[config.mk]
export PLATFORM = sky130hd
export DESIGN_NAME = rtc16_counter_core
export DESIGN_NICKNAME = d
export VERILOG_FILES = /design/src/pkg/rtc16_pkg.sv /design/src/pkg/rtc16_regbus_if.sv /design/src/hw/rtc16_prescaler.sv /design/src/hw/rtc16_axil_slave.sv /design/src/hw/rtc16_counter_core.sv
export VERILOG_INCLUDE_DIRS = /design/src /design/src/pkg
export SDC_FILE = /design/constraint.sdc
export NUM_CORES = 1
export LEC_CHECK = 0
export BUFFER_PORTS_ARGS = -buffer_cell sky130_fd_sc_hd__buf_4
export CAP_MARGIN = 20
export CELL_PAD_IN_SITES_DETAIL_PLACEMENT = 1
export CELL_PAD_IN_SITES_GLOBAL_PLACEMENT = 2
export CORE_MARGIN = 2
export CORE_UTILIZATION = 35
export CTS_BUF_LIST = sky130_fd_sc_hd__clkbuf_16
export CTS_CLUSTER_DIAMETER = 100
export DETAILED_ROUTE_END_ITERATION = 10
export PLACE_DENSITY = 0.83
export SYNTH_ARGS = -nofsm -noshare
export SYNTH_HDL_FRONTEND = slang
export SYNTH_SLANG_ARGS = --single-unit
[constraint.sdc]
create_clock -name sys_clk -period 3 [get_ports sys_clk]
set_input_delay 0.45 -clock sys_clk [delete_from_list [all_inputs] [get_ports sys_clk]]
set_output_delay 0.45 -clock sys_clk [all_outputs]
set_load 0.02 [all_outputs]
[src/pkg/rtc16_map.svh]
`ifndef RTC16_MAP_SVH
`define RTC16_MAP_SVH
// What this block does
// - Divide select: off, or 1..1024
// - Tick count advances per prescaled edge
// - Compare match flags on following count
// - Overflow after wrap value, count returns zero
// - Events every third/second occurrence for small wrap
// - Sync pending while writes cross domains
// - Written count takes effect after two reference edges
// - Match level nonzero enables match request
// - Wrap level nonzero enables wrap request
// - Match flag set on count, cleared
// - Wrap flag set on count, cleared
// - Low write latches, low read captures high
// - Any reference source accepted on input
// - Keeps counting asleep, can wake device
// - Count low byte at 0x08, resets zero
// - Wrap value resets all ones, is top
// - Compare above wrap never matches
`define RTC16_IDX_CTRL     4'h0
`define RTC16_IDX_STATUS   4'h1
`define RTC16_IDX_IRQ_LEVEL_CONTROL  4'h2
`define RTC16_IDX_FLAGS    4'h3
`define RTC16_IDX_TEMP     4'h4
`define RTC16_IDX_CNTLO    4'h8
`define RTC16_IDX_CNTHI    4'h9
`define RTC16_IDX_WRAPLO   4'hA
`define RTC16_IDX_WRAPHI   4'hB
`define RTC16_IDX_CMPLO    4'hC
`define RTC16_IDX_CMPHI    4'hD
`define RTC16_WRAP_RST     16'hFFFF
`define RTC16_CMP_RST      16'h0000
`define RTC16_CNT_RST      16'h0000
`define RTC16_SYNC_EDGES   2'h2
`define RTC16_WRAP_BIT     0
`define RTC16_MATCH_BIT    1
`define RTC16_RESP_OKAY    2'h0
`define RTC16_RESP_SLVERR  2'h2
`endif

[src/pkg/rtc16_pkg.sv]
package rtc16_pkg;
	typedef enum logic [2:0] {
		RTC16_DIV_OFF  = 3'h0,
		RTC16_DIV_1    = 3'h1,
		RTC16_DIV_2    = 3'h2,
		RTC16_DIV_8    = 3'h3,
		RTC16_DIV_16   = 3'h4,
		RTC16_DIV_64   = 3'h5,
		RTC16_DIV_256  = 3'h6,
		RTC16_DIV_MAX  = 3'h7
	} rtc16_div_t;
	typedef logic [3:0] rtc16_idx_t;
endpackage : rtc16_pkg

[src/pkg/rtc16_regbus_if.sv]
`timescale 1ns/1ps
`default_nettype none
interface rtc16_regbus_if;
	import rtc16_pkg::*;
	logic       wr_stb;
	rtc16_idx_t wr_idx;
	logic [7:0] wr_data;
	logic       wr_err;
	logic       rd_stb;
	rtc16_idx_t rd_idx;
	logic [7:0] rd_data;
	logic       rd_err;
	modport master (output wr_stb, wr_idx, wr_data, rd_stb, rd_idx,
		input wr_err, rd_data, rd_err);
	modport regs (input wr_stb, wr_idx, wr_data, rd_stb, rd_idx,
		output wr_err, rd_data, rd_err);
endinterface : rtc16_regbus_if
`default_nettype wire

[src/hw/rtc16_prescaler.sv]
`timescale 1ns/1ps
`default_nettype none
module rtc16_prescaler (
	// Clock and reset
	input  wire logic              sys_clk,
	input  wire logic              resetn,
	// Reference edge in, prescaled edge out
	input  wire logic              ref_tick,
	input  wire rtc16_pkg::rtc16_div_t div_sel,
	output logic                   cnt_tick
);
	import rtc16_pkg::*;

	logic [9:0] pre_reg;

	function automatic logic [9:0] div_mask(input rtc16_div_t s);
		unique case (s)
			RTC16_DIV_OFF: div_mask = 10'h000;
			RTC16_DIV_1:   div_mask = 10'h000;
			RTC16_DIV_2:   div_mask = 10'h001;
			RTC16_DIV_8:   div_mask = 10'h007;
			RTC16_DIV_16:  div_mask = 10'h00F;
			RTC16_DIV_64:  div_mask = 10'h03F;
			RTC16_DIV_256: div_mask = 10'h0FF;
			RTC16_DIV_MAX: div_mask = 10'h3FF;
		endcase
	endfunction : div_mask

	// Held at zero while stopped so a restart begins a full period
	always_ff @(posedge sys_clk) begin
		if (!resetn || div_sel == RTC16_DIV_OFF) begin
			pre_reg <= 10'h000;
		end else if (ref_tick) begin
			pre_reg <= pre_reg + 10'h001;
		end
	end

	always_comb begin
		cnt_tick = ref_tick && div_sel != RTC16_DIV_OFF &&
			(pre_reg & div_mask(div_sel)) == div_mask(div_sel);
	end
endmodule : rtc16_prescaler
`default_nettype wire

[src/hw/rtc16_axil_slave.sv]
`timescale 1ns/1ps
`default_nettype none
`include "rtc16_map.svh"
module rtc16_axil_slave #(
	parameter int ADDR_W = 6
) (
	// Clock and reset
	input  wire logic              sys_clk,
	input  wire logic              resetn,
	// Write address and data
	input  wire logic [ADDR_W-1:0] awaddr,
	input  wire logic              awvalid,
	output logic                   awready,
	input  wire logic [31:0]       wdata,
	input  wire logic [3:0]        wstrb,
	input  wire logic              wvalid,
	output logic                   wready,
	output logic [1:0]             bresp,
	output logic                   bvalid,
	input  wire logic              bready,
	// Read
	input  wire logic [ADDR_W-1:0] araddr,
	input  wire logic              arvalid,
	output logic                   arready,
	output logic [31:0]            rdata,
	output logic [1:0]             rresp,
	output logic                   rvalid,
	input  wire logic              rready,
	// Register side
	rtc16_regbus_if.master         bus
);
	import rtc16_pkg::*;

	logic aw_held, w_held, ar_held, wr_bad, rd_bad, w_lane_reg, wr_skip;

	// A write without the low lane still answers and frees both channels
	assign wr_skip = aw_held && w_held && !w_lane_reg && !bus.wr_stb && !bvalid;

	// Only the low byte lane carries register data
	always_ff @(posedge sys_clk) begin
		if (!resetn) begin
			aw_held <= 1'b0;
			awready <= 1'b0;
			wr_bad <= 1'b0;
			bus.wr_idx <= 4'h0;
		end else if (awvalid && awready) begin
			aw_held <= 1'b1;
			awready <= 1'b0;
			bus.wr_idx <= awaddr[5:2];
			wr_bad <= (awaddr >> 6) != '0;
		end else if (bus.wr_stb || wr_skip) begin
			aw_held <= 1'b0;
		end else if (!aw_held && !bvalid) begin
			awready <= 1'b1;
		end
	end

	always_ff @(posedge sys_clk) begin
		if (!resetn) begin
			w_held <= 1'b0;
			wready <= 1'b0;
			bus.wr_data <= 8'h00;
			w_lane_reg <= 1'b0;
		end else if (wvalid && wready) begin
			w_held <= 1'b1;
			wready <= 1'b0;
			bus.wr_data <= wdata[7:0];
			w_lane_reg <= wstrb[0];
		end else if (bus.wr_stb || wr_skip) begin
			w_held <= 1'b0;
		end else if (!w_held && !bvalid) begin
			wready <= 1'b1;
		end
	end

	always_ff @(posedge sys_clk) begin
		if (!resetn) begin
			bus.wr_stb <= 1'b0;
			bvalid <= 1'b0;
			bresp <= `RTC16_RESP_OKAY;
		end else begin
			bus.wr_stb <= aw_held && w_held && !bus.wr_stb && !bvalid &&
				w_lane_reg;
			if (bus.wr_stb) begin
				bvalid <= 1'b1;
				bresp <= (bus.wr_err || wr_bad) ? `RTC16_RESP_SLVERR
					: `RTC16_RESP_OKAY;
			end else if (wr_skip) begin
				bvalid <= 1'b1;
				bresp <= `RTC16_RESP_OKAY;
			end else if (bvalid && bready) begin
				bvalid <= 1'b0;
			end
		end
	end

	always_ff @(posedge sys_clk) begin
		if (!resetn) begin
			ar_held <= 1'b0;
			arready <= 1'b0;
			rd_bad <= 1'b0;
			bus.rd_idx <= 4'h0;
		end else if (arvalid && arready) begin
			ar_held <= 1'b1;
			arready <= 1'b0;
			bus.rd_idx <= araddr[5:2];
			rd_bad <= (araddr >> 6) != '0;
		end else if (bus.rd_stb) begin
			ar_held <= 1'b0;
		end else if (!ar_held && !rvalid) begin
			arready <= 1'b1;
		end
	end

	always_ff @(posedge sys_clk) begin
		if (!resetn) begin
			bus.rd_stb <= 1'b0;
			rvalid <= 1'b0;
			rdata <= 32'h00000000;
			rresp <= `RTC16_RESP_OKAY;
		end else begin
			bus.rd_stb <= ar_held && !bus.rd_stb && !rvalid;
			if (bus.rd_stb) begin
				rvalid <= 1'b1;
				rdata <= {24'h000000, bus.rd_data};
				rresp <= (bus.rd_err || rd_bad) ? `RTC16_RESP_SLVERR
					: `RTC16_RESP_OKAY;
			end else if (rvalid && rready) begin
				rvalid <= 1'b0;
			end
		end
	end
endmodule : rtc16_axil_slave
`default_nettype wire

[src/hw/rtc16_counter_core.sv]
`timescale 1ns/1ps
`default_nettype none
`include "rtc16_map.svh"
module rtc16_counter_core #(
	parameter int ADDR_W = 6
) (
	// Clock and reset
	input  wire logic              sys_clk,
	input  wire logic              resetn,
	// AXI4-Lite write
	input  wire logic [ADDR_W-1:0] awaddr,
	input  wire logic              awvalid,
	output logic                   awready,
	input  wire logic [31:0]       wdata,
	input  wire logic [3:0]        wstrb,
	input  wire logic              wvalid,
	output logic                   wready,
	output logic [1:0]             bresp,
	output logic                   bvalid,
	input  wire logic              bready,
	// AXI4-Lite read
	input  wire logic [ADDR_W-1:0] araddr,
	input  wire logic              arvalid,
	output logic                   arready,
	output logic [31:0]            rdata,
	output logic [1:0]             rresp,
	output logic                   rvalid,
	input  wire logic              rready,
	// Reference clock pin and power manager
	input  wire logic              ref_clk_in,
	input  wire logic              wake_resync,
	// Interrupt controller
	input  wire logic              wrap_vector_ack,
	input  wire logic              match_vector_ack,
	output logic                   wrap_irq_req,
	output logic [1:0]             wrap_irq_level,
	output logic                   match_irq_req,
	output logic [1:0]             match_irq_level,
	output logic                   wake_request,
	// Event system
	output logic                   wrap_event,
	output logic                   match_event
);
	import rtc16_pkg::*;

	rtc16_regbus_if bus ();

	logic [2:0]  ref_sync;
	logic        ref_lvl_reg;
	logic        ref_tick;
	logic        cnt_tick;
	rtc16_div_t  ctrl_sh_reg, ctrl_act_reg;
	logic [15:0] wrap_sh_reg, wrap_act_reg;
	logic [15:0] cmp_sh_reg, cmp_act_reg;
	logic [15:0] cnt_sh_reg, tick_count_reg;
	logic [7:0]  temp_reg;
	logic [3:0]  lvl_reg;
	logic        wrap_flag_reg, match_flag_reg;
	logic        sync_pending_flag_reg, pend_cnt_reg;
	logic [1:0]  pend_edges_reg;
	logic        sync_done, wr_any_sync, cnt_commit;
	logic        wrap_hit, match_hit;
	logic [1:0]  wrap_occ_reg, match_occ_reg;
	logic        wr_ctrl, wr_wrap, wr_cmp;

	// Occurrences per event when the wrap value is very small
	function automatic logic [1:0] ev_div(input logic [15:0] w);
		ev_div = (w == 16'h0000) ? 2'h3 : (w == 16'h0001) ? 2'h2 : 2'h1;
	endfunction : ev_div

	function automatic logic is_wr(input rtc16_idx_t i);
		is_wr = bus.wr_stb && bus.wr_idx == i;
	endfunction : is_wr

	rtc16_axil_slave #(
		.ADDR_W (ADDR_W)
	) u_slave (
		.sys_clk (sys_clk),
		.resetn  (resetn),
		.awaddr  (awaddr),
		.awvalid (awvalid),
		.awready (awready),
		.wdata   (wdata),
		.wstrb   (wstrb),
		.wvalid  (wvalid),
		.wready  (wready),
		.bresp   (bresp),
		.bvalid  (bvalid),
		.bready  (bready),
		.araddr  (araddr),
		.arvalid (arvalid),
		.arready (arready),
		.rdata   (rdata),
		.rresp   (rresp),
		.rvalid  (rvalid),
		.rready  (rready),
		.bus     (bus.master)
	);

	// Any reference source arrives as a level on one pin
	always_ff @(posedge sys_clk) begin
		if (!resetn) begin
			ref_sync <= 3'h0;
			ref_lvl_reg <= 1'b0;
		end else begin
			ref_sync <= {ref_sync[1:0], ref_clk_in};
			if (ref_sync[1] == ref_sync[2]) begin
				ref_lvl_reg <= ref_sync[2];
			end
		end
	end

	assign ref_tick = ref_sync[1] && ref_sync[2] && !ref_lvl_reg;

	rtc16_prescaler u_pre (
		.sys_clk  (sys_clk),
		.resetn   (resetn),
		.ref_tick (ref_tick),
		.div_sel  (ctrl_act_reg),
		.cnt_tick (cnt_tick)
	);

	// Process form, so the bus signals read inside the function wake it
	always_comb begin
		wr_ctrl = is_wr(`RTC16_IDX_CTRL);
		wr_wrap = is_wr(`RTC16_IDX_WRAPHI);
		wr_cmp = is_wr(`RTC16_IDX_CMPHI);
		cnt_commit = is_wr(`RTC16_IDX_CNTHI);
	end
	assign wr_any_sync = wr_ctrl || wr_wrap || wr_cmp || cnt_commit;
	assign sync_done = sync_pending_flag_reg && ref_tick &&
		pend_edges_reg == `RTC16_SYNC_EDGES - 2'h1;

	// Software-side copies; a high byte write commits the word
	always_ff @(posedge sys_clk) begin
		if (!resetn) begin
			ctrl_sh_reg <= RTC16_DIV_OFF;
			wrap_sh_reg <= `RTC16_WRAP_RST;
			cmp_sh_reg <= `RTC16_CMP_RST;
			cnt_sh_reg <= `RTC16_CNT_RST;
			lvl_reg <= 4'h0;
		end else begin
			if (wr_ctrl) begin
				ctrl_sh_reg <= rtc16_div_t'(bus.wr_data[2:0]);
			end
			if (wr_wrap) begin
				wrap_sh_reg <= {bus.wr_data, temp_reg};
			end
			if (wr_cmp) begin
				cmp_sh_reg <= {bus.wr_data, temp_reg};
			end
			if (cnt_commit) begin
				cnt_sh_reg <= {bus.wr_data, temp_reg};
			end
			if (is_wr(`RTC16_IDX_IRQ_LEVEL_CONTROL)) begin
				lvl_reg <= bus.wr_data[3:0];
			end
		end
	end

	// Byte hold latch for 16-bit access
	always_ff @(posedge sys_clk) begin
		if (!resetn) begin
			temp_reg <= 8'h00;
		end else if (bus.wr_stb && (bus.wr_idx == `RTC16_IDX_TEMP ||
			bus.wr_idx == `RTC16_IDX_CNTLO || bus.wr_idx == `RTC16_IDX_WRAPLO ||
			bus.wr_idx == `RTC16_IDX_CMPLO)) begin
			temp_reg <= bus.wr_data;
		end else if (bus.rd_stb) begin
			unique case (bus.rd_idx)
				`RTC16_IDX_CNTLO:  temp_reg <= tick_count_reg[15:8];
				`RTC16_IDX_WRAPLO: temp_reg <= wrap_sh_reg[15:8];
				`RTC16_IDX_CMPLO:  temp_reg <= cmp_sh_reg[15:8];
				default:           temp_reg <= temp_reg;
			endcase
		end
	end

	// A new write restarts the crossing, so set wins over completion
	always_ff @(posedge sys_clk) begin
		if (!resetn) begin
			sync_pending_flag_reg <= 1'b0;
			pend_edges_reg <= 2'h0;
			pend_cnt_reg <= 1'b0;
		end else begin
			if (wr_any_sync || wake_resync) begin
				sync_pending_flag_reg <= 1'b1;
				pend_edges_reg <= 2'h0;
			end else if (sync_done) begin
				sync_pending_flag_reg <= 1'b0;
				pend_edges_reg <= 2'h0;
			end else if (sync_pending_flag_reg && ref_tick) begin
				pend_edges_reg <= pend_edges_reg + 2'h1;
			end
			pend_cnt_reg <= (pend_cnt_reg && !sync_done) || cnt_commit;
		end
	end

	// Counter side copies only change on a completed crossing
	always_ff @(posedge sys_clk) begin
		if (!resetn) begin
			ctrl_act_reg <= RTC16_DIV_OFF;
			wrap_act_reg <= `RTC16_WRAP_RST;
			cmp_act_reg <= `RTC16_CMP_RST;
		end else if (sync_done) begin
			ctrl_act_reg <= ctrl_sh_reg;
			wrap_act_reg <= wrap_sh_reg;
			cmp_act_reg <= cmp_sh_reg;
		end
	end

	assign wrap_hit = cnt_tick && tick_count_reg == wrap_act_reg;
	assign match_hit = cnt_tick && tick_count_reg == cmp_act_reg &&
		cmp_act_reg <= wrap_act_reg;

	// Keeps running through sleep: only the reference edge drives it
	always_ff @(posedge sys_clk) begin
		if (!resetn) begin
			tick_count_reg <= `RTC16_CNT_RST;
		end else if (sync_done && pend_cnt_reg) begin
			tick_count_reg <= cnt_sh_reg;
		end else if (wrap_hit) begin
			tick_count_reg <= 16'h0000;
		end else if (cnt_tick) begin
			tick_count_reg <= tick_count_reg + 16'h0001;
		end
	end

	// Flags: a hit in the clearing cycle keeps the flag set
	always_ff @(posedge sys_clk) begin
		if (!resetn) begin
			wrap_flag_reg <= 1'b0;
			match_flag_reg <= 1'b0;
		end else begin
			if (wrap_hit) begin
				wrap_flag_reg <= 1'b1;
			end else if (wrap_vector_ack || (is_wr(`RTC16_IDX_FLAGS) &&
				bus.wr_data[`RTC16_WRAP_BIT])) begin
				wrap_flag_reg <= 1'b0;
			end
			if (match_hit) begin
				match_flag_reg <= 1'b1;
			end else if (match_vector_ack || (is_wr(`RTC16_IDX_FLAGS) &&
				bus.wr_data[`RTC16_MATCH_BIT])) begin
				match_flag_reg <= 1'b0;
			end
		end
	end

	// Events thin out when the wrap value is below two
	always_ff @(posedge sys_clk) begin
		if (!resetn) begin
			wrap_occ_reg <= 2'h0;
			match_occ_reg <= 2'h0;
			wrap_event <= 1'b0;
			match_event <= 1'b0;
		end else begin
			wrap_event <= 1'b0;
			match_event <= 1'b0;
			if (wrap_hit) begin
				if (wrap_occ_reg + 2'h1 >= ev_div(wrap_act_reg)) begin
					wrap_event <= 1'b1;
					wrap_occ_reg <= 2'h0;
				end else begin
					wrap_occ_reg <= wrap_occ_reg + 2'h1;
				end
			end
			if (match_hit) begin
				if (match_occ_reg + 2'h1 >= ev_div(wrap_act_reg)) begin
					match_event <= 1'b1;
					match_occ_reg <= 2'h0;
				end else begin
					match_occ_reg <= match_occ_reg + 2'h1;
				end
			end
		end
	end

	always_ff @(posedge sys_clk) begin
		if (!resetn) begin
			wrap_irq_req <= 1'b0;
			match_irq_req <= 1'b0;
			wrap_irq_level <= 2'h0;
			match_irq_level <= 2'h0;
			wake_request <= 1'b0;
		end else begin
			wrap_irq_req <= wrap_flag_reg && lvl_reg[1:0] != 2'h0;
			match_irq_req <= match_flag_reg && lvl_reg[3:2] != 2'h0;
			wrap_irq_level <= lvl_reg[1:0];
			match_irq_level <= lvl_reg[3:2];
			wake_request <= (wrap_flag_reg && lvl_reg[1:0] != 2'h0) ||
				(match_flag_reg && lvl_reg[3:2] != 2'h0);
		end
	end

	// Read mux; holes in the map answer with a slave error
	always_comb begin
		bus.rd_err = 1'b0;
		unique case (bus.rd_idx)
			`RTC16_IDX_CTRL:    bus.rd_data = {5'h00, ctrl_sh_reg};
			`RTC16_IDX_STATUS:  bus.rd_data = {7'h00, sync_pending_flag_reg};
			`RTC16_IDX_IRQ_LEVEL_CONTROL: bus.rd_data = {4'h0, lvl_reg};
			`RTC16_IDX_FLAGS:   bus.rd_data = {6'h00, match_flag_reg,
				wrap_flag_reg};
			`RTC16_IDX_TEMP:    bus.rd_data = temp_reg;
			`RTC16_IDX_CNTLO:   bus.rd_data = tick_count_reg[7:0];
			`RTC16_IDX_WRAPLO:  bus.rd_data = wrap_sh_reg[7:0];
			`RTC16_IDX_CMPLO:   bus.rd_data = cmp_sh_reg[7:0];
			`RTC16_IDX_CNTHI, `RTC16_IDX_WRAPHI, `RTC16_IDX_CMPHI:
				bus.rd_data = temp_reg;
			default: begin
				bus.rd_data = 8'h00;
				bus.rd_err = 1'b1;
			end
		endcase
	end

	always_comb begin
		unique case (bus.wr_idx)
			4'h5, 4'h6, 4'h7, 4'hE, 4'hF: bus.wr_err = 1'b1;
			`RTC16_IDX_STATUS:            bus.wr_err = 1'b0;
			default:                      bus.wr_err = 1'b0;
		endcase
	end
endmodule : rtc16_counter_core
`default_nettype wire

After elaboration in Yosys (flattened, before gate mapping)
Memories as Yosys holds them, arrays and structs flattened. A register that Yosys moved wholly into a read port is not among the register bits.
Cells that the tools add are included.
{ "op_classes": {"n_eq_ne": 30, "muxes": 38, "reduce_logical": 95, "bitwise": 4, "n_mul": 0, "order_cmp": 3, "div": 0, "shifts": 0, "n_addsub": 5} }
{ "op_table": {"columns": ["op", "count"], "rows": [
  ["8-bit case mux with 8 select lines", 1],
  ["4-bit == test (second input constant)", 14],
  ["16-bit 2-to-1 mux", 3],
  ["1-bit logical AND", 39],
  ["16-bit == test", 2],
  ["8-bit case mux with 3 select lines", 1],
  ["2-bit nonzero test", 11],
  ["4-bit by 3-bit == test with 1-bit output (second input constant)", 5],
  ["1-bit 2-to-1 mux", 19],
  ["16-bit by 1-bit adder with 16-bit output (second input constant)", 1],
  ["16-bit by 1-bit == test with 1-bit output (second input constant)", 1],
  ["4-bit by 2-bit == test with 1-bit output (second input constant)", 4],
  ["16-bit less-or-equal comparator", 1],
  ["16-bit logical NOT", 1],
  ["2-bit 2-to-1 mux", 8],
  ["8-bit 2-to-1 mux", 2],
  ["1-bit logical OR", 13],
  ["3-bit 2-to-1 mux", 4],
  ["2-bit AND reduction", 6],
  ["1-bit logical NOT", 11],
  ["11-bit OR reduction", 1],
  ["10-bit by 1-bit adder with 10-bit output (second input constant)", 1],
  ["10-bit bitwise AND", 1],
  ["10-bit == test", 1],
  ["14 further kinds", 24]
]} }
{ "totals": {"mem_count": 2, "latch_bits": 0, "output_inout_bits": 50, "regBits": 186, "mem_bits_ro": 160, "word_cells": 221, "input_bits": 59, "ram_bits": 0} }
{ "memory_table": {"columns": ["memory", "words", "width", "read_ports", "rd_ports_with_merged_regs", "write_ports", "line", "source"], "rows": [
  ["(name not given)", 8, 10, 1, 1, 0, "rtc16_prescaler.sv:17", "unique case (s)"],
  ["(name not given)", 8, 10, 1, 1, 0, "rtc16_prescaler.sv:17", null]
]} }

Longest topological paths before layout
Gate-level depths: netlist (run 1).
{ "logic_depth": {"depth_word": 7, "depth_mapped": 9, "depth_no_buf": 9} }

Hierarchy
A second synthesis (run 1) with hierarchy kept.
{ "hier_totals": {"hier_cells": 1035, "hier_area_um2": 9022.4} }
{ "by_module_without_submodules": {"columns": ["mod", "instances", "cells_per_inst", "seq_area_each_um2", "area_each_um2"], "rows": [
  ["rtc16_counter_core", 1, 804, 2742.6, 6801.5],
  ["rtc16_axil_slave", 1, 173, 740.7, 1721.7],
  ["rtc16_prescaler", 1, 58, 200.2, 499.2]
]} }

Worst setup path after synthesis (run 1)
No wires, ideal clock.
{ "synth_path": {"path_kind": "register to register", "from": "reg wrap_act_reg[14]", "to": "reg match_occ_reg[0]", "stages_incl_launch_ff": 9, "setup_ps": 70, "t_arrival_ps": 2182, "path_slack_ps": 748, "required_time_ps": 2930, "path_buffers": 0, "period_less_slack_ps": 2252, "path_cell_list": "dfxtp_1 -> inv_1 -> ha_1 -> a21oi_1 -> nand2_1 -> a221o_1 -> o31a_1 -> or4_1 -> a21oi_1"} }
{ "synth_between": {"elab_chain_cells": 5, "elab_cells_between_ends": 8, "classes_between": "2 x order compare; 1 x eq/ne; 3 x mux; 2 x reduce/logical"} }
{ "synth_rtl": {"columns": ["element", "line", "source"], "rows": [
  ["from (decl)", "rtc16_counter_core.sv:53", "logic [15:0] wrap_sh_reg, wrap_act_reg;"],
  ["from (signal assigned)", "rtc16_counter_core.sv:203", "wrap_act_reg <= `RTC16_WRAP_RST;"],
  ["from (signal assigned)", "rtc16_counter_core.sv:207", "wrap_act_reg <= wrap_sh_reg;"],
  ["16-bit by 1-bit == test with 1-bit output", "rtc16_counter_core.sv:68", "ev_div = (w == 16'h0000) ? 2'h3 : (w == 16'h0001) ? 2'h2 : 2'h1;"],
  ["2-bit 2-to-1 mux (2 in series)", "rtc16_counter_core.sv:68", null],
  ["2-bit greater-or-equal comparator", "rtc16_counter_core.sv:269", "if (match_occ_reg + 2'h1 >= ev_div(wrap_act_reg)) begin"],
  ["2-bit 2-to-1 mux", "rtc16_counter_core.sv:269", null],
  ["to (signal assigned)", "rtc16_counter_core.sv:273", "match_occ_reg <= match_occ_reg + 2'h1;"],
  ["to (decl)", "rtc16_counter_core.sv:63", "logic [1:0] wrap_occ_reg, match_occ_reg;"]
]} }
Several ways; a longest one is shown, not always the timed one.
A chain may end at the register's enable or synchronous reset.

Worst setup path in the final report (run 1)
{ "layout_path": {"from": "reg tick_count_reg[3]", "to": "reg tick_count_reg[11]"} }
{ "layout_between": {"elab_chain_cells": 4, "elab_cells_between_ends": 7, "classes_between": "1 x add/sub; 1 x eq/ne; 3 x mux; 2 x reduce/logical"} }
{ "layout_rtl": {"columns": ["element", "line", "source"], "rows": [
  ["from (decl)", "rtc16_counter_core.sv:55", "logic [15:0] cnt_sh_reg, tick_count_reg;"],
  ["from (signal assigned)", "rtc16_counter_core.sv:219", "tick_count_reg <= `RTC16_CNT_RST;"],
  ["from (signal assigned)", "rtc16_counter_core.sv:221", "tick_count_reg <= cnt_sh_reg;"],
  ["from (signal assigned)", "rtc16_counter_core.sv:225", "tick_count_reg <= tick_count_reg + 16'h0001;"],
  ["16-bit by 1-bit adder with 16-bit output or 16-bit == test (tied branches)", "rtc16_counter_core.sv:225, rtc16_counter_core.sv:212", null],
  ["16-bit 2-to-1 mux or 1-bit logical AND (tied branches)", "rtc16_counter_core.sv:224, rtc16_counter_core.sv:212", null],
  ["16-bit 2-to-1 mux", "rtc16_counter_core.sv:222", "end else if (wrap_hit) begin"],
  ["16-bit 2-to-1 mux", "rtc16_counter_core.sv:220", "end else if (sync_done && pend_cnt_reg) begin"]
]} }
Several ways; a longest one is shown, not always the timed one. The select of a mux whose other input is x is not followed.

==> results.md, run 1 <==
- The run finished with clean final reports.
- Setup repair after global routing left no endpoint under its margin.
- The number of diodes added for antenna fixing is 0.
- The total setup violations reported at the end of the flow is 0.
- The final hold slack is 0.217 ns.
- In the synthesized netlist the async set-or-reset flop fraction comes to 0%.
- The starting DRC count in detailed routing is 386.
- The number of antenna violations at the first check in global routing is 0.
- The combined global-route utilization of all metal layers is 20.6%.
- The unique cell type count in the Yosys netlist is 59.
- The largest net degree at the start of global routing is 54.
- The pin slew with the least headroom to its limit is 0.872 ns.
- The final design area excluding fillers is 9960 µm².
- Clock-pin slew was measured on the worst setup and hold paths at 0.07 ns.
- The routed wirelength normalized by instance count is 18.5 µm.
- The type of the setup path with the least slack is register to register.
- After detailed routing, the number of remaining DRC violations is 0.
- The routing usage on met1 is 28.4%.
- The synthesized netlist cell count is 1,054.
- The maximum achievable frequency is 391 MHz.
- In this run the standard cell core region covers 24,400 µm².
- The final clock period utilization by the worst path is 85.2%.
- The clock reaches the later pin of the worst-skew pair after 0.44 ns.
- Subtracting the final worst setup slack from the clock period gives 2.56 ns.
- In this run the tightest slew margin relative to its limit is 41.8%.
- The post-synthesis instance area is 8700 µm².
- The number of global-route vias before repair is 7,440.
- The vertical extent of the die is 162 µm.
- The utilization of the core after routing is 40.8%.
- For the final database, setup skew stands at 0.0129 ns.
- The first-pass GRT wire length is 41.9 mm.
- For the worst setup path, the data arrival time is 2.86 ns.
- The post-detailed-placement half-perimeter wirelength is 19.1 mm.
- The mean instance size in the synthesized netlist is 8.26 µm².
- After detailed routing, the number of vias per cell comes to 5.21.
- During I/O placement, the number of pins put on the boundary was 109.
- The busiest layer in global routing is met2.
- The placer congestion estimate is 0.808.
- From synthesis to final layout, the design area changed by 14.4%.
- The number of enable flip-flop cells after synthesis is 0.
- The library cells used most frequently in the layout, excluding fill and tap cells, are sky130_fd_sc_hd__nand2_1, sky130_fd_sc_hd__dfxtp_1, sky130_fd_sc_hd__a21oi_1, sky130_fd_sc_hd__buf_4, sky130_fd_sc_hd__nor2_1.
- The area enclosed by the die boundary is 26,100 µm².
- The number of I/O port buffers is 51.
- The total leakage power is 4.06 nW.
- The sort of element at the end of the critical path is a register.
- The worst min-delay path category is input pin to register.
- The clock sink total is 190.
- After synthesis the netlist holds a flip-flop and latch count of 190.
- For this run the aggregate overflow at the end of global routing stands at 0.
- In the synthesized netlist the dominant register cell turns out to be sky130_fd_sc_hd__dfxtp_1.
- The clock tree root buffer cell is sky130_fd_sc_hd__clkbuf_16.
- The met2 track utilization from global routing is 34.4%.
- The final sum of negative setup slack is 0 ns.
- The number of gates resized after CTS was 0.
- The number of max-slew violations in the final report is 0.
- The worst setup path is launched from a register.
- In this run the number of H-tree levels came out at 4.
- The area taken by multi-input logic gates is 4430 µm².
- The share of the yosys chip area belonging to registers is 43.7%.
- The final-report hold violation count is 0.
- The antenna violation net count after detailed routing is 0.
- The filler cells instantiated in the layout total 2,933.
- After detailed placement, the total cell area comes to 9380 µm².
- The required time of the critical path is 3.30 ns.
- Row generation in the floorplan step produced 57 rows.
- The fraction of layout cells with a size suffix above 1 is 11.6%.
- The Yosys step of the flow raised 0 warnings.
- TritonCTS created 17 clock buffers.
- The maximum clock insertion buffer count is 2.
- Detailed routing inserted a total of 7,429 vias.
- The leading cell type in the layout, fill and taps excluded is sky130_fd_sc_hd__nand2_1.
- The number of setup buffers added after CTS is 0.
- Dividing total power by cell area gives a power density of 509 nW/µm².
- The starting density of the core is 35.7%.
- Summing all flip-flop and latch instances after layout gives 3800 µm².
- The hold buffer count at cts is 0.
- The worst-case IR drop observed on VDD is 0.343 mV.
- The total wirelength of the detailed-routed design is 26.4 mm.
- The number of nets at the end of the flow is 1,172.
- The routing usage on met3 is 2.91%.
- In this run the worst path has a maximum fanout of 10.
- The total iterations of the first detailed-routing run is 7.
- The die is 162 µm wide.
- Across the run, the number of max-cap violations was 0.
- TritonCTS built the clock tree.
## stage by stage
step	setup WS (ns)	total power, mW	cells
2_1_floorplan	0.748	2.80	1079
3_5_place_dp	0.438	2.86	1394
5_1_grt	0.300	5.24	1426
6_report	0.443	5.06	1426
4_1_cts	0.415	5.11	1426
3_3_place_gp	0.489	2.86	1394
## power by group
group          switching [mW]  internal, mW  leakage [nW]  total, mW
registers              0.0495          2.55          1.54       2.60
logic                   0.136        0.0708          2.24      0.207
clock network            1.09          1.17         0.283       2.26
total                    1.27          3.79          4.06       5.06
## path summary, 6_finish.rpt
kind	slack, ns	cells past startpoint	startpoint	endpoint
worst min register to register	0.44	1	ref_sync[0]$_SDFF_PN0_	ref_sync[1]$_SDFF_PN0_
worst min-delay path	0.22	2	ref_clk_in	ref_sync[0]$_SDFF_PN0_
worst max-delay path	0.44	6	tick_count_reg[3]$_SDFFE_PN0P_	tick_count_reg[11]$_SDFFE_PN0P_
worst max register to register	0.44	6	tick_count_reg[3]$_SDFFE_PN0P_	tick_count_reg[11]$_SDFFE_PN0P_
## cell type report
class | instances | share of cell area [%]
repair buffers | 80 | 6.03
clock buffers | 17 | 4.27
well taps | 324 | 4.07
multi-input cells | 764 | 44.5
flip-flops and latches | 190 | 38.2
inverters | 36 | 1.37
clock inverters | 15 | 1.52
## worst max-delay path, cell delays in order (launching register included)
cell,delay [ns]
sky130_fd_sc_hd__dfxtp_1,0.63
sky130_fd_sc_hd__xnor2_1,0.19
sky130_fd_sc_hd__nand4_1,0.11
sky130_fd_sc_hd__nor4_1,0.64
sky130_fd_sc_hd__nor2b_1,0.28
sky130_fd_sc_hd__or3_1,0.40
sky130_fd_sc_hd__o21ai_0,0.16
## kinds of logic (layout without fill, tap and decap cells)
logic type | Yosys count | in the layout | share of synthesized area [%]
simple gates | 418 | 418 | 21.9
other cells | 1 | 26 | 0.0431
buf+inv | 125 | 148 | 6.66
fa+ha+maj | 24 | 24 | 3.45
compound gates | 204 | 204 | 14.4
flops | 190 | 190 | 43.7
mux | 40 | 40 | 4.61
xor+xnor | 52 | 52 | 5.23
## synthesized netlist by cell type (3+ instances only)
cell | instances | area (µm²)
sky130_fd_sc_hd__mux2i_1 | 39 | 390
sky130_fd_sc_hd__a21oi_1 | 102 | 510
sky130_fd_sc_hd__nand4_1 | 15 | 93.8
sky130_fd_sc_hd__a22oi_1 | 6 | 45.0
sky130_fd_sc_hd__nor4_1 | 17 | 106
sky130_fd_sc_hd__buf_1 | 6 | 22.5
sky130_fd_sc_hd__ha_1 | 24 | 300
sky130_fd_sc_hd__clkbuf_1 | 49 | 184
sky130_fd_sc_hd__o22ai_1 | 3 | 18.8
sky130_fd_sc_hd__xnor2_1 | 28 | 245
sky130_fd_sc_hd__inv_1 | 36 | 135
sky130_fd_sc_hd__xor2_1 | 24 | 210
sky130_fd_sc_hd__a21o_1 | 5 | 37.5
sky130_fd_sc_hd__o211ai_1 | 19 | 143
sky130_fd_sc_hd__or3_1 | 8 | 50.1
sky130_fd_sc_hd__a221oi_1 | 3 | 26.3
sky130_fd_sc_hd__buf_4 | 27 | 203
sky130_fd_sc_hd__and2_1 | 12 | 75.1
sky130_fd_sc_hd__o21ai_0 | 28 | 140
sky130_fd_sc_hd__and3_1 | 8 | 50.1
sky130_fd_sc_hd__dfxtp_1 | 190 | 3800
sky130_fd_sc_hd__o21a_1 | 7 | 52.6
sky130_fd_sc_hd__nand2_1 | 201 | 754
sky130_fd_sc_hd__or4_1 | 4 | 30.0
sky130_fd_sc_hd__a22o_1 | 9 | 78.8
sky130_fd_sc_hd__nor2_1 | 72 | 270
sky130_fd_sc_hd__buf_2 | 7 | 35.0
sky130_fd_sc_hd__nand3_1 | 33 | 165
sky130_fd_sc_hd__nor2b_1 | 6 | 37.5
sky130_fd_sc_hd__a31oi_1 | 4 | 25.0
sky130_fd_sc_hd__nand2b_1 | 7 | 43.8
sky130_fd_sc_hd__a222oi_1 | 4 | 40.0
sky130_fd_sc_hd__nor3_1 | 17 | 85.1
sky130_fd_sc_hd__or2_2 | 3 | 18.8
## layer usage
layer / vias to the layer above / part of all wire (%)
li1: 3619 / -
met4: 0 / 1.1
met5: - / 0
met1: 3611 / 48
met2: 168 / 47
met3: 31 / 4.2
No activity file was read; power rests on OpenSTA's default activity.
==> inputs of run 2 (changes only) <==
Settings changed: CORE_UTILIZATION 35 to 31, PLACE_DENSITY 0.83 to 0.78.
Clock period 3 ns to 2.2 ns, I/O delays scaled along.
==> run 2 against run 1 <==
  * The flow now finishes with violations (setup timing)
  * Sequential share of layout area down 2.7 points
  * Fmax up 12%
  * Flip-flop and latch count unchanged
  * Critical path depth up 3
  * Via count up 1.5%
  * Largest power group unchanged
==> results.md, run 2 (same netlist as run 1, synthesis figures left out) <==
- In this run the power density over the cells is 636 nW/µm².
- The hold buffer count at cts is 0.
- The TritonCTS clock tree is done.
- The met3 routed wirelength is 638 µm.
- Of the total power, the clock network draws 43.9%.
- The flow ran to the end, but the final reports show violations.
- The number of antenna violations at the first check in global routing is 0.
- The total setup violations reported at the end of the flow is 2.
- The final critical path takes up 103% of the cycle.
- The number of placement rows is 61.
- During I/O placement, the number of pins put on the boundary was 109.
- The routed wirelength normalized by instance count is 17.8 µm.
- The fraction of layout cells with a size suffix above 1 is 20.1%.
- For the worst setup path, the data required time is 2.58 ns.
- The maximum clock insertion buffer count is 2.
- The clock sink total is 190.
- The post-detailed-placement half-perimeter wirelength is 20.1 mm.
- Across all setup checks in the final design, the least slack found is -0.0761 ns.
- The number of max-slew violations in the final report is 0.
- The area enclosed by the die boundary is 29,400 µm².
- The worst hold path belongs to the class input pin to register.
- The final reports fail on setup timing.
- Net switching is 25.9% of the power.
- For this block, wires on met1 add up to 13.9 mm.
- The pin slew with the least headroom to its limit is 0.896 ns.
- Across every metal layer, demand over resource in global routing totals 19.5%.
- Relative to the synthesized area, the layout overhead comes to 23.6%.
- The total iterations of the first detailed-routing run is 5.
- The clock skew after layout is 0.0101 ns.
- STA puts the critical path data arrival time at 2.65 ns.
- Summed over all nets, the switching power comes to 1.77 mW.
- The die is 172 µm wide.
- Tracing the worst setup path back leads to its startpoint at wrap_act_reg[6]$_SDFFE_PN1P_.
- The core area is 27,700 µm².
- The capture instance of the worst register-to-register path is match_occ_reg[0]$_SDFFE_PN0P_.
- The post-detailed-placement cell area is 9940 µm².
- The number of global-route vias before repair is 7,741.
- In this run the remaining antenna-violating nets after routing total 0.
- The design draws 6.84 mW.
- The top cell types in the final layout, fill and taps aside, are sky130_fd_sc_hd__nand2_1, sky130_fd_sc_hd__dfxtp_1, sky130_fd_sc_hd__buf_4, sky130_fd_sc_hd__a21oi_1, sky130_fd_sc_hd__nor2_1.
- The analysis attributes to cell leakage a power of 4.43 nW.
- The largest net degree at the start of global routing is 80.
- Clock latency on the worst-skew pair, taken at its later pin, is 0.44 ns.
- The largest driver fanout on the critical path is 2.
- The clock tree synthesis step divided the H-tree into 4 levels.
- Counting the fill cells in the layout gives 3,303.
- The worst register-to-register path begins at wrap_act_reg[6]$_SDFFE_PN1P_.
- The first global-routing pass estimated 44.0 mm of wire.
- The internal cell power is 5.07 mW.
- Dividing the detail-routed via count by the number of cells gives 4.86.
- The routed design has 27.6 mm of wire.
- For this run, the post-layout net count is 1,242.
- After clock tree synthesis, the clock-pin slew on the worst setup and hold paths is 0.08 ns.
- After detailed routing, no signal wire sits above met4.
- Buffers inserted during clock tree synthesis total 17.
- The placer congestion estimate is 0.806.
- For this run, the share of the core covered by cells in the final layout is 38.8%.
- The sort of element at the end of the critical path is a register.
- The floorplan step set the die height to 172 µm.
- The detailed route wirelength on metal2 is 12.7 mm.
- Summing all non-filler instances in the final layout gives an area of 10,800 µm².
- Summing over every cut layer, the via total after detailed routing is 7,538.
- The number of I/O port buffers is 51.
- OpenSTA, run right after detailed placement, puts the worst setup slack at -0.252 ns.
- The worst slew margin relative to its limit is 40.3%.
- Max-cap violations in this run came to 0.
- The type of element launching the critical path is a register.
- The end point of the critical path is match_occ_reg[0]$_SDFFE_PN0P_.
- Static timing analysis puts the maximum clock frequency at 439 MHz.
- Setup repair after global routing could not meet its margin everywhere.
- The logic depth of the worst register-to-register path is 9.
- The leading cell type in the layout, fill and taps excluded is sky130_fd_sc_hd__nand2_1.
- The final-report hold violation count was 0.
- The final global-route overflow total is 0.
- The residual DRC count is 0.
- The number of diodes added for antenna fixing is 0.
- The worst ir drop on vdd is 0.509 mV.
- The starting DRC count in detailed routing is 457.
- The reg-to-reg setup timing slack is -0.08 ns.
- The proportion of power drawn by combinational gates is 4.5%.
- Sequential cells burn 51.6% of the power.
- The clock tree root buffer cell is sky130_fd_sc_hd__clkbuf_16.
- By startpoint and endpoint, the worst setup path is classified as register to register.
- Counting I/O delays and the setup requirement, the final critical path takes 2.28 ns.
- The starting density of the core is 31.4%.
- Setup total negative slack on the finished layout was measured at -0.101 ns.
-- run 2: power groups by stage --
stage	Combinational, mW	Clock, mW	Sequential [mW]
global placement	0.305	0	3.61
CTS	0.309	3.06	3.53
global route	0.340	3.21	3.53
floorplan	0.222	0	3.59
detailed placement	0.308	0	3.61
finish	0.307	3.00	3.53
-- run 2: final cells by class --
cell class | count | area, µm² | area share [%]
clock inverters | 15 | 135 | 1.26
inverters | 36 | 141 | 1.31
flip-flops and latches | 190 | 3820 | 35.5
multi-input cells | 764 | 4590 | 42.7
repair buffers | 150 | 1170 | 10.9
well taps | 378 | 473 | 4.40
clock buffers | 17 | 425 | 3.95
-- run 2: repair_timing --
item | in CTS | in global routing
setup buffers | 8 | 1
pin swaps | 16 | 7
gates resized for setup | 30 | 19
setup endpoints to repair | 6 | 17
-- run 2: worst min-delay path by stage --
stage,from,endpoint,cells past startpoint
CTS,ref_clk_in,ref_sync[0]$_SDFF_PN0_,2
global route,ref_clk_in,ref_sync[0]$_SDFF_PN0_,2
global placement,ref_sync[0]$_SDFF_PN0_,ref_sync[1]$_SDFF_PN0_,1
floorplan,ref_sync[0]$_SDFF_PN0_,ref_sync[1]$_SDFF_PN0_,1
finish,ref_clk_in,ref_sync[0]$_SDFF_PN0_,2
detailed placement,cnt_sh_reg[3]$_SDFFE_PN0P_,cnt_sh_reg[3]$_SDFFE_PN0P_,2
-- run 2: stage by stage --
| step | std cells | hold WS (ns) |
|---|---|---|
| after floorplan | 1079 | 0.412 |
| after CTS | 1549 | 0.0950 |
| after detailed placement | 1509 | 0.449 |
| after global placement | 1509 | 0.414 |
| final | 1550 | 0.110 |
| after global routing | 1550 | 0.109 |
-- run 2: per-layer routing --
layer  GRT usage [%]  up-vias
li1                -     3770
met1            27.1     3630
met2            32.0      118
met3            2.19       20
met4            5.08        0
met5               0        -
-- run 2: worst max-delay path, cell delays in order (launching register included) --
cell and delay, ns:
sky130_fd_sc_hd__dfxtp_2 0.37, sky130_fd_sc_hd__buf_6 0.11, sky130_fd_sc_hd__inv_1 0.05, sky130_fd_sc_hd__ha_1 0.19
sky130_fd_sc_hd__a21oi_1 0.15, sky130_fd_sc_hd__o21ai_1 0.08, sky130_fd_sc_hd__a221o_1 0.36, sky130_fd_sc_hd__o31a_1 0.26
sky130_fd_sc_hd__or4_4 0.52, sky130_fd_sc_hd__a21oi_2 0.13
